<file path="config.mk">
export PLATFORM = sky130hd
export DESIGN_NAME = tmr_core
export DESIGN_NICKNAME = d
export VERILOG_FILES = /design/src/tmr_pkg.sv /design/src/tmr_core.sv
export SDC_FILE = /design/constraint.sdc
export NUM_CORES = 1
export LEC_CHECK = 0
export BUFFER_PORTS_ARGS = -buffer_cell sky130_fd_sc_hd__buf_2
export CAP_MARGIN = 40
export CORE_MARGIN = 2
export CORE_UTILIZATION = 40
export DETAILED_ROUTE_END_ITERATION = 7
export HOLD_SLACK_MARGIN = 0.05
export PLACE_DENSITY_LB_ADDON = 0.05
export SLEW_MARGIN = 10
export SYNTH_ARGS = -nofsm -noshare
export SYNTH_HDL_FRONTEND = slang
export SYNTH_SLANG_ARGS = --single-unit
</file>
<file path="constraint.sdc">
create_clock -name i_clk -period 3.5 [get_ports i_clk]
set_input_delay 0.7 -clock i_clk [delete_from_list [all_inputs] [get_ports i_clk]]
set_output_delay 0.7 -clock i_clk [all_outputs]
set_load 0.01 [all_outputs]
</file>
<file path="src/tmr_pkg.sv">
package tmr_pkg;
  // ==========================================================
  // register map, byte addresses
  localparam logic [7:0] OFF_CTRL = 8'h00;
  localparam logic [7:0] OFF_COUNT = 8'h04;
  localparam logic [7:0] OFF_CMPA = 8'h08;
  localparam logic [7:0] OFF_CMPB = 8'h0C;
  localparam logic [7:0] OFF_CAPT = 8'h10;
  localparam logic [7:0] OFF_FLAGS = 8'h14;
  // ==========================================================
  // control fields
  localparam int MODE_LSB = 0;
  localparam int COMA_LSB = 4;
  localparam int COMB_LSB = 6;
  localparam int CS_LSB = 8;
  localparam int DIRA_BIT = 12;
  localparam int DIRB_BIT = 13;
  // flag bits
  localparam int FLG_WRAP = 0;
  localparam int FLG_CMPA = 1;
  localparam int FLG_CMPB = 2;
  localparam int FLG_CAPT = 3;
  // ==========================================================
  // reset values and fixed counts
  localparam logic [15:0] VAL_RST = 16'h0000;
  localparam logic [15:0] CNT_MAX = 16'hFFFF;
  localparam logic [15:0] TOP_8 = 16'h00FF;
  localparam logic [15:0] TOP_9 = 16'h01FF;
  localparam logic [15:0] TOP_10 = 16'h03FF;
  // ==========================================================
  // mode codes
  localparam logic [3:0] MODE_NORMAL = 4'h0;
  localparam logic [3:0] MODE_CLR_A = 4'h4;
  localparam logic [3:0] MODE_PWM8 = 4'h5;
  localparam logic [3:0] MODE_PWM9 = 4'h6;
  localparam logic [3:0] MODE_PWM10 = 4'h7;
  localparam logic [3:0] MODE_CLR_CAPT = 4'hC;
  localparam logic [3:0] MODE_PWM_CAPT = 4'hE;
  localparam logic [3:0] MODE_PWM_A = 4'hF;
  // output actions
  localparam logic [1:0] ACT_TOGGLE = 2'h1;
  localparam logic [1:0] ACT_CLEAR = 2'h2;
  localparam logic [1:0] ACT_SET = 2'h3;
  // prescaler source select and divide masks
  localparam logic [2:0] CS_STOP = 3'h0;
  localparam logic [2:0] CS_DIV1 = 3'h1;
  localparam logic [2:0] CS_DIV8 = 3'h2;
  localparam logic [2:0] CS_DIV64 = 3'h3;
  localparam logic [2:0] CS_DIV256 = 3'h4;
  localparam logic [2:0] CS_DIV1024 = 3'h5;
  localparam logic [9:0] PM_8 = 10'h007;
  localparam logic [9:0] PM_64 = 10'h03F;
  localparam logic [9:0] PM_256 = 10'h0FF;
  localparam logic [9:0] PM_1024 = 10'h3FF;
  // bus answers
  localparam logic [1:0] RESP_OKAY = 2'h0;
  localparam logic [1:0] RESP_SLVERR = 2'h2;
endpackage

</file>
<file path="src/tmr_core.sv">
// Added by the designer: the placing of the registers and register access over AXI4-Lite.
`timescale 1ns/10ps
module tmr_core (
  input wire logic i_clk,
  input wire logic i_rst,
  input wire logic i_ce,
  input wire logic i_awvalid,
  output logic o_awready,
  input wire logic [7:0] i_awaddr,
  input wire logic i_wvalid,
  output logic o_wready,
  input wire logic [31:0] i_wdata,
  input wire logic [3:0] i_wstrb,
  output logic o_bvalid,
  input wire logic i_bready,
  output logic [1:0] o_bresp,
  input wire logic i_arvalid,
  output logic o_arready,
  input wire logic [7:0] i_araddr,
  output logic o_rvalid,
  input wire logic i_rready,
  output logic [31:0] o_rdata,
  output logic [1:0] o_rresp,
  output logic o_wave_a,
  output logic o_wave_a_oe,
  output logic o_wave_b,
  output logic o_wave_b_oe
);
  typedef struct packed {
    logic [9:0] pre;
    logic [15:0] cnt;
    logic blk;
    logic [3:0] mode;
    logic [1:0] act_a;
    logic [1:0] act_b;
    logic [2:0] cs;
    logic dir_a;
    logic dir_b;
    logic [15:0] ocr_a;
    logic [15:0] ocr_b;
    logic [15:0] buf_a;
    logic [15:0] buf_b;
    logic [15:0] capt;
    logic [3:0] flags;
    logic wav_a;
    logic wav_b;
    logic pin_a;
    logic pin_b;
    logic aw_have;
    logic w_have;
    logic [7:0] awaddr;
    logic [31:0] wdata;
    logic [3:0] wstrb;
    logic awready;
    logic wready;
    logic bvalid;
    logic [1:0] bresp;
    logic arready;
    logic rvalid;
    logic [31:0] rdata;
    logic [1:0] rresp;
  } tmr_state_t;

  tmr_state_t s;
  tmr_state_t next_s;

  // ==========================================================
  // decoded mode
  logic tick;
  logic is_pwm;
  logic is_clr;
  logic var_top;
  logic fixed_top;
  logic [15:0] top;
  logic [9:0] pmask;
  logic top_hit;
  logic match_a;
  logic match_b;
  logic do_write;
  logic [31:0] wmask;
  logic [31:0] wval;
  logic [15:0] cval;
  logic [3:0] fset;

  // one latch update; action select never touches the count
  function automatic logic wave_next(input logic cur, input logic [1:0] act,
      input logic match, input logic at_top, input logic pwm,
      input logic tog_ok);
    logic r;
    r = cur;
    if (!pwm) begin
      if (match) begin
        case (act)
          tmr_pkg::ACT_TOGGLE: r = ~cur;
          tmr_pkg::ACT_CLEAR: r = 1'b0;
          tmr_pkg::ACT_SET: r = 1'b1;
          default: r = cur;
        endcase
      end
    end else begin
      // match wins over top so compare equal to top holds one level
      case (act)
        tmr_pkg::ACT_TOGGLE: r = (match && tog_ok) ? ~cur : cur;
        tmr_pkg::ACT_CLEAR: r = match ? 1'b1 : (at_top ? 1'b0 : cur);
        tmr_pkg::ACT_SET: r = match ? 1'b0 : (at_top ? 1'b1 : cur);
        default: r = cur;
      endcase
    end
    return r;
  endfunction

  always_comb begin
    is_pwm = 1'b0;
    is_clr = 1'b0;
    var_top = 1'b0;
    fixed_top = 1'b0;
    top = tmr_pkg::CNT_MAX;
    case (s.mode)
      tmr_pkg::MODE_CLR_A: begin
        is_clr = 1'b1;
        var_top = 1'b1;
        top = s.ocr_a;
      end
      tmr_pkg::MODE_CLR_CAPT: begin
        is_clr = 1'b1;
        var_top = 1'b1;
        top = s.capt;
      end
      tmr_pkg::MODE_PWM8: begin
        is_pwm = 1'b1;
        fixed_top = 1'b1;
        top = tmr_pkg::TOP_8;
      end
      tmr_pkg::MODE_PWM9: begin
        is_pwm = 1'b1;
        fixed_top = 1'b1;
        top = tmr_pkg::TOP_9;
      end
      tmr_pkg::MODE_PWM10: begin
        is_pwm = 1'b1;
        fixed_top = 1'b1;
        top = tmr_pkg::TOP_10;
      end
      tmr_pkg::MODE_PWM_CAPT: begin
        is_pwm = 1'b1;
        var_top = 1'b1;
        top = s.capt;
      end
      tmr_pkg::MODE_PWM_A: begin
        is_pwm = 1'b1;
        var_top = 1'b1;
        top = s.ocr_a;
      end
      default: top = tmr_pkg::CNT_MAX;
    endcase
    case (s.cs)
      tmr_pkg::CS_DIV8: pmask = tmr_pkg::PM_8;
      tmr_pkg::CS_DIV64: pmask = tmr_pkg::PM_64;
      tmr_pkg::CS_DIV256: pmask = tmr_pkg::PM_256;
      tmr_pkg::CS_DIV1024: pmask = tmr_pkg::PM_1024;
      default: pmask = 10'h000;
    endcase
    tick = (s.cs != tmr_pkg::CS_STOP) && (s.cs <= tmr_pkg::CS_DIV1024) &&
           ((s.pre & pmask) == pmask);
    // a blocked cycle also hides a variable top, so the count runs on
    top_hit = (is_pwm || is_clr) && (s.cnt == top) &&
              !(s.blk && var_top);
    match_a = (s.cnt == s.ocr_a) && !s.blk;
    match_b = (s.cnt == s.ocr_b) && !s.blk;
    do_write = s.aw_have && s.w_have && !s.bvalid;
    wmask = {{8{s.wstrb[3]}}, {8{s.wstrb[2]}}, {8{s.wstrb[1]}},
             {8{s.wstrb[0]}}};
    wval = s.wdata & wmask;
    // fixed tops keep only the bits inside the top width
    cval = fixed_top ? (wval[15:0] & top) : wval[15:0];
  end

  // ==========================================================
  // next state
  always_comb begin
    next_s = s;
    fset = 4'h0;
    next_s.pre = (s.cs == tmr_pkg::CS_STOP) ? 10'h000 : s.pre + 10'h001;
    if (tick && (is_pwm || is_clr || s.mode == tmr_pkg::MODE_NORMAL)) begin
      next_s.blk = 1'b0;
      if (top_hit) begin
        next_s.cnt = tmr_pkg::VAL_RST;
      end else begin
        next_s.cnt = s.cnt + 16'h0001;
      end
      if (!is_pwm && s.cnt == tmr_pkg::CNT_MAX) begin
        fset[tmr_pkg::FLG_WRAP] = 1'b1;
      end
      if (is_pwm && top_hit) begin
        fset[tmr_pkg::FLG_WRAP] = 1'b1;
        next_s.ocr_a = s.buf_a;
        next_s.ocr_b = s.buf_b;
      end
      if (top_hit && s.mode == tmr_pkg::MODE_CLR_CAPT) begin
        fset[tmr_pkg::FLG_CAPT] = 1'b1;
      end
      if (top_hit && s.mode == tmr_pkg::MODE_PWM_CAPT) begin
        fset[tmr_pkg::FLG_CAPT] = 1'b1;
      end
      // compare A as top sets its flag through the match path
      fset[tmr_pkg::FLG_CMPA] = match_a;
      fset[tmr_pkg::FLG_CMPB] = match_b;
      next_s.wav_a = wave_next(s.wav_a, s.act_a, match_a, top_hit, is_pwm,
                               s.mode == tmr_pkg::MODE_PWM_A);
      next_s.wav_b = wave_next(s.wav_b, s.act_b, match_b, top_hit, is_pwm,
                               1'b0);
    end
    // any other mode code leaves count, flags and latches as they are

    // ---------------- bus channels
    if (i_awvalid && s.awready) begin
      next_s.aw_have = 1'b1;
      next_s.awaddr = i_awaddr;
    end
    if (i_wvalid && s.wready) begin
      next_s.w_have = 1'b1;
      next_s.wdata = i_wdata;
      next_s.wstrb = i_wstrb;
    end
    if (s.bvalid && i_bready) begin
      next_s.bvalid = 1'b0;
    end
    next_s.flags = s.flags;
    if (do_write) begin
      next_s.aw_have = 1'b0;
      next_s.w_have = 1'b0;
      next_s.bvalid = 1'b1;
      next_s.bresp = tmr_pkg::RESP_OKAY;
      case ({s.awaddr[7:2], 2'b00})
        tmr_pkg::OFF_CTRL: begin
          if (s.wstrb[0]) begin
            next_s.mode = s.wdata[tmr_pkg::MODE_LSB +: 4];
            next_s.act_a = s.wdata[tmr_pkg::COMA_LSB +: 2];
            next_s.act_b = s.wdata[tmr_pkg::COMB_LSB +: 2];
          end
          if (s.wstrb[1]) begin
            next_s.cs = s.wdata[tmr_pkg::CS_LSB +: 3];
            next_s.dir_a = s.wdata[tmr_pkg::DIRA_BIT];
            next_s.dir_b = s.wdata[tmr_pkg::DIRB_BIT];
          end
        end
        tmr_pkg::OFF_COUNT: begin
          // a load overrides the tick in the same cycle
          next_s.cnt = wval[15:0] | (s.cnt & ~wmask[15:0]);
          next_s.blk = 1'b1;
        end
        tmr_pkg::OFF_CMPA: begin
          next_s.buf_a = cval;
          if (!is_pwm) begin
            next_s.ocr_a = cval;
          end
        end
        tmr_pkg::OFF_CMPB: begin
          next_s.buf_b = cval;
          if (!is_pwm) begin
            next_s.ocr_b = cval;
          end
        end
        tmr_pkg::OFF_CAPT: begin
          next_s.capt = wval[15:0] | (s.capt & ~wmask[15:0]);
        end
        tmr_pkg::OFF_FLAGS: begin
          next_s.flags = s.flags & ~wval[3:0];
        end
        default: next_s.bresp = tmr_pkg::RESP_SLVERR;
      endcase
    end
    next_s.flags = next_s.flags | fset;
    next_s.awready = !next_s.aw_have && !next_s.bvalid;
    next_s.wready = !next_s.w_have && !next_s.bvalid;

    if (s.rvalid && i_rready) begin
      next_s.rvalid = 1'b0;
    end
    if (i_arvalid && s.arready) begin
      next_s.rvalid = 1'b1;
      next_s.rresp = tmr_pkg::RESP_OKAY;
      next_s.rdata = 32'h0000_0000;
      case ({i_araddr[7:2], 2'b00})
        tmr_pkg::OFF_CTRL: begin
          next_s.rdata[tmr_pkg::MODE_LSB +: 4] = s.mode;
          next_s.rdata[tmr_pkg::COMA_LSB +: 2] = s.act_a;
          next_s.rdata[tmr_pkg::COMB_LSB +: 2] = s.act_b;
          next_s.rdata[tmr_pkg::CS_LSB +: 3] = s.cs;
          next_s.rdata[tmr_pkg::DIRA_BIT] = s.dir_a;
          next_s.rdata[tmr_pkg::DIRB_BIT] = s.dir_b;
        end
        tmr_pkg::OFF_COUNT: next_s.rdata[15:0] = s.cnt;
        tmr_pkg::OFF_CMPA: next_s.rdata[15:0] = s.buf_a;
        tmr_pkg::OFF_CMPB: next_s.rdata[15:0] = s.buf_b;
        tmr_pkg::OFF_CAPT: next_s.rdata[15:0] = s.capt;
        tmr_pkg::OFF_FLAGS: next_s.rdata[3:0] = s.flags;
        default: next_s.rresp = tmr_pkg::RESP_SLVERR;
      endcase
    end
    next_s.arready = !next_s.rvalid;

    // latches keep running while the pin is an input
    next_s.pin_a = next_s.dir_a && next_s.wav_a;
    next_s.pin_b = next_s.dir_b && next_s.wav_b;
  end

  // ==========================================================
  // state register
  always_ff @(posedge i_clk) begin
    if (i_rst) begin
      s <= '0;
    end else if (i_ce) begin
      s <= next_s;
    end
  end

  assign o_awready = s.awready;
  assign o_wready = s.wready;
  assign o_bvalid = s.bvalid;
  assign o_bresp = s.bresp;
  assign o_arready = s.arready;
  assign o_rvalid = s.rvalid;
  assign o_rdata = s.rdata;
  assign o_rresp = s.rresp;
  assign o_wave_a = s.pin_a;
  assign o_wave_a_oe = s.dir_a;
  assign o_wave_b = s.pin_b;
  assign o_wave_b_oe = s.dir_b;
endmodule

</file>
==> impl_metrics.csv <==
group,metric,value,unit
sta,timing_hold_violations_final,0,
global_routing,grt_max_degree,68,
cts,clk_transition_reported_paths,0.07,ns
yosys,synth_enable_flop_cells,0,
yosys,ys_dominant_reg_cell,"sky130_fd_sc_hd__dfxtp_1",
die,floorplan.initialDensity,40.7,%
cts,cts.path.max_buffers,2,
setup_path,depth_of_the_most_critical_reg_to_reg_path,11,
setup_path,crit_type,"flop to flop",
cts,cts_made_buffers,17,
cells_and_area,areaGrowthSynthToFinish,11.4,%
setup_path,cp-start-kind,"flop",
cells_and_area,layout.area.seq,0.00354,sq mm
placed_design,io_buffers,64,
die,die_w,161,microns
setup_path,worst_r2r_endpoint,"s[168]$_SDFFE_PP0P_",
sta,final.setup_skew,0.0143,ns
placed_design,dp.final_hpwl,23.9,mm
sta,max_slew.worst_pin.slew,0.716,ns
sta,final.min_clock_period,3.36,ns
global_routing,grt_pass1_vias,8763,
routing,wire_length_reported_by_the_detailed_router,33.2,mm
yosys,largest_family_of_logic_cells_by_synthesized_area,"compound AO/OA/AOI/OAI gates",
routing,first_iter_violations,857,
yosys,synthAdderAreaFrac,0.254,%
cells_and_area,n_fill_cell,2585,
sta,setup_total_neg_slack,0,ns
cells_and_area,finalCoreUtilization,45.3,%
cts,number_of_sinks_handled_by_clock_tree_synthesis,177,
cells_and_area,drive_gt1_share,15.2,%
hold_path,worstHoldPathCells,2,
sta,setup-violations-final,0,
hold_path,timing.hold.worst_endpoint,"s[154]$_SDFFE_PP0P_",
routing,detail_route.drc_violations,0,
yosys,synth_xor_area_share,4.79,%
routing,detail_route.vias_per_cell,5.70,
setup_path,worstReg2RegStart,"s[187]$_SDFFE_PP0P_",
sta,final_cycle_share,95.9,%
die,chipHeight,161,microns
setup_path,path_max_fanout,17,
setup_path,critical_path.endpoint_type,"flop",
cts,tritoncts,"done",
hold_path,timing.hold.worst.start,"s[154]$_SDFFE_PP0P_",
yosys,synth_area_leaders,"sky130_fd_sc_hd__dfxtp_1, sky130_fd_sc_hd__nor2_1, sky130_fd_sc_hd__a21oi_1",
yosys,synth.cell_area,0.00987,sq mm
sta,fmax,0.298,GHz
routing,ant_nets,0,
yosys,postSynthRegisterBits,177,
yosys,synth_sequential_area_ratio,35.9,%
die,fp.dieArea,0.0259,sq mm
yosys,synth-async-reset-ratio,0,%
sta,timing.final.max_slew_violations,0,
sta,timing.slew.headroom,52.2,%
yosys,yosys_warnings,0,
outcome,run_status,"complete, no violations",
global_routing,initial_antenna_violation_count,0,
yosys,synthMostInstantiatedCell,"sky130_fd_sc_hd__nor2_1",
cts,htree_levels,4,
die,fp-row-count,57,
sta,final.hold.worst_slack,0.476,ns
yosys,synth_largest_type_area_fraction,35.9,%
global_routing,total_global_routing_track_utilization,25.7,%
setup_path,required,3.82,ns
routing,drtPass1Iterations,6,
yosys,synth_commonest_cells,"sky130_fd_sc_hd__nor2_1, sky130_fd_sc_hd__dfxtp_1, sky130_fd_sc_hd__a21oi_1, sky130_fd_sc_hd__nand2_1, sky130_fd_sc_hd__clkbuf_1",
routing,post_drt_wl_per_cell,20.2,microns
power,p_total,4.23,mW
setup_path,worst-r2r-setup-slack,0.14,ns
cts,clock_latency,0.44,ns
yosys,synth_area_per_cell,7.66,sq um
cts,cts_hold_buffers,0,
yosys,synth-simple-area-share,22.4,%
routing,routed-via-count,9355,
setup_path,critical_path_arrival,3.67,ns
hold_path,worst_hold_check_path_type,"flop to flop",
placed_design,globalplace.congestion,0.925,
die,coreArea,0.0242,sq mm
power,p_leak,3.97,nW
cts,root_buffer,"sky130_fd_sc_hd__clkbuf_16",
yosys,synth.lib_cells_used.distinct,70,
run,cap_viol_max_count,0,
global_routing,grt_pass1_wl,51.8,mm
sta,rsz_0062_raised_after_global_routing,"false",
yosys,yosysTopAreaCell,"sky130_fd_sc_hd__dfxtp_1",
cells_and_area,finalNetCount,1367,
power,max-vdd-ir-drop,0.215,mV
global_routing,grt-ovfl-total,0,
cells_and_area,multi_input_comb_area,0.00553,sq mm
die,top_level_ports,105,
yosys,yosys-mux-area-fraction,2.74,%
yosys,synth_area_in_compound_gates,24.8,%
power,p_per_area,385,mW/mm^2
yosys,postSynthCellCount,1288,
cells_and_area,n_antenna_cell,0,
==> critical path, stage by stage (launching register included) <==
cell and delay (ns):
sky130_fd_sc_hd__dfxtp_1 0.38, sky130_fd_sc_hd__buf_12 0.18, sky130_fd_sc_hd__and2_0 0.30, sky130_fd_sc_hd__o21a_1 0.26, sky130_fd_sc_hd__or4_1 0.40, sky130_fd_sc_hd__a21oi_1 0.18
sky130_fd_sc_hd__nand4_1 0.14, sky130_fd_sc_hd__or4b_4 0.55, sky130_fd_sc_hd__or3_4 0.51, sky130_fd_sc_hd__buf_12 0.18, sky130_fd_sc_hd__o21ai_2 0.11, sky130_fd_sc_hd__a21oi_1 0.05
==> how the worst max path moves through the flow <==
stage | startpoint | to
after CTS | s[185]$_SDFFE_PP0P_ | s[168]$_SDFFE_PP0P_
after floorplan | s[185]$_SDFFE_PP0P_ | s[143]$_SDFFE_PP0P_
final | s[187]$_SDFFE_PP0P_ | s[168]$_SDFFE_PP0P_
after detailed placement | s[185]$_SDFFE_PP0P_ | s[174]$_SDFFE_PP0P_
after global placement | s[185]$_SDFFE_PP0P_ | s[146]$_SDFFE_PP0P_
after global routing | s[185]$_SDFFE_PP0P_ | s[159]$_SDFFE_PP0P_
==> through the flow <==
stage,area (sq um),worst slack (ns),std cells
floorplan,9930,0.460,1305
global placement,10400,0.111,1605
detailed placement,10400,0.117,1605
CTS,10900,0.0901,1636
global route,11000,0.0190,1641
finish,11000,0.144,1641
==> per-layer routing <==
layer / up-vias / share of wire [%] / track usage, %
met1: 4480 / 46 / 35.6
met4: 0 / 1.9 / 6.45
met2: 287 / 47 / 42.3
met5: - / 0 / 0
li1: 4548 / - / -
met3: 40 / 4.5 / 3.78
==> where the power goes <==
part           leakage, nW  switching, mW  internal (mW)
registers             1.43         0.0423           2.04
clock network        0.271          0.896          0.943
logic                 2.27          0.192          0.114
==> cell families (layout without fill, tap and decap cells) <==
| logic type | count (synthesis) | after routing |
|---|---|---|
| buffers and inverters | 186 | 197 |
| AOI/OAI and AO/OA | 356 | 356 |
| other | 1 | 18 |
| adders and majority gates | 2 | 2 |
| xor gates and xnor gates | 54 | 54 |
| DFF | 177 | 177 |
| muxes | 27 | 27 |
| and+or+nand+nor | 485 | 486 |
==> repair_timing <==
item,in CTS,in global routing
endpoints found under the setup margin,0,29
buffers inserted,0,4
gates resized for setup,0,5
==> final cells by class <==
cell class / count / share of cell area (%)
Multi-Input combinational cell: 943 / 50.3
Timing Repair Buffer: 121 / 7.31
Inverter: 45 / 1.54
Sequential cell: 177 / 32.2
Clock inverter: 12 / 0.911
Clock buffer: 19 / 4.03
Tap cell: 324 / 3.69
==> layout by cell type, fill, tap and decap left out, types with 9 or more instances in the layout <==
| cell type | n |
|---|---|
| sky130_fd_sc_hd__inv_1 | 45 |
| sky130_fd_sc_hd__and3_1 | 13 |
| sky130_fd_sc_hd__nor2_1 | 200 |
| sky130_fd_sc_hd__o21ai_2 | 30 |
| sky130_fd_sc_hd__o21a_1 | 9 |
| sky130_fd_sc_hd__nand4_1 | 14 |
| sky130_fd_sc_hd__a21oi_1 | 133 |
| sky130_fd_sc_hd__buf_4 | 55 |
| sky130_fd_sc_hd__nand2_1 | 122 |
| sky130_fd_sc_hd__a22oi_1 | 16 |
| sky130_fd_sc_hd__nand3_1 | 41 |
| sky130_fd_sc_hd__xor2_1 | 26 |
| sky130_fd_sc_hd__nor2b_1 | 13 |
| sky130_fd_sc_hd__or3_1 | 9 |
| sky130_fd_sc_hd__buf_2 | 62 |
| sky130_fd_sc_hd__o21ai_0 | 35 |
| sky130_fd_sc_hd__conb_1 | 18 |
| sky130_fd_sc_hd__dfxtp_1 | 177 |
| sky130_fd_sc_hd__nor3_1 | 18 |
| sky130_fd_sc_hd__a311oi_1 | 48 |
| sky130_fd_sc_hd__nor3b_1 | 11 |
| sky130_fd_sc_hd__nor4_1 | 12 |
| sky130_fd_sc_hd__clkbuf_16 | 17 |
| sky130_fd_sc_hd__a211oi_1 | 14 |
| sky130_fd_sc_hd__a222oi_1 | 16 |
| sky130_fd_sc_hd__mux2i_1 | 27 |
| sky130_fd_sc_hd__xnor2_1 | 28 |
Note: power is estimated with default switching activity, not from simulation.
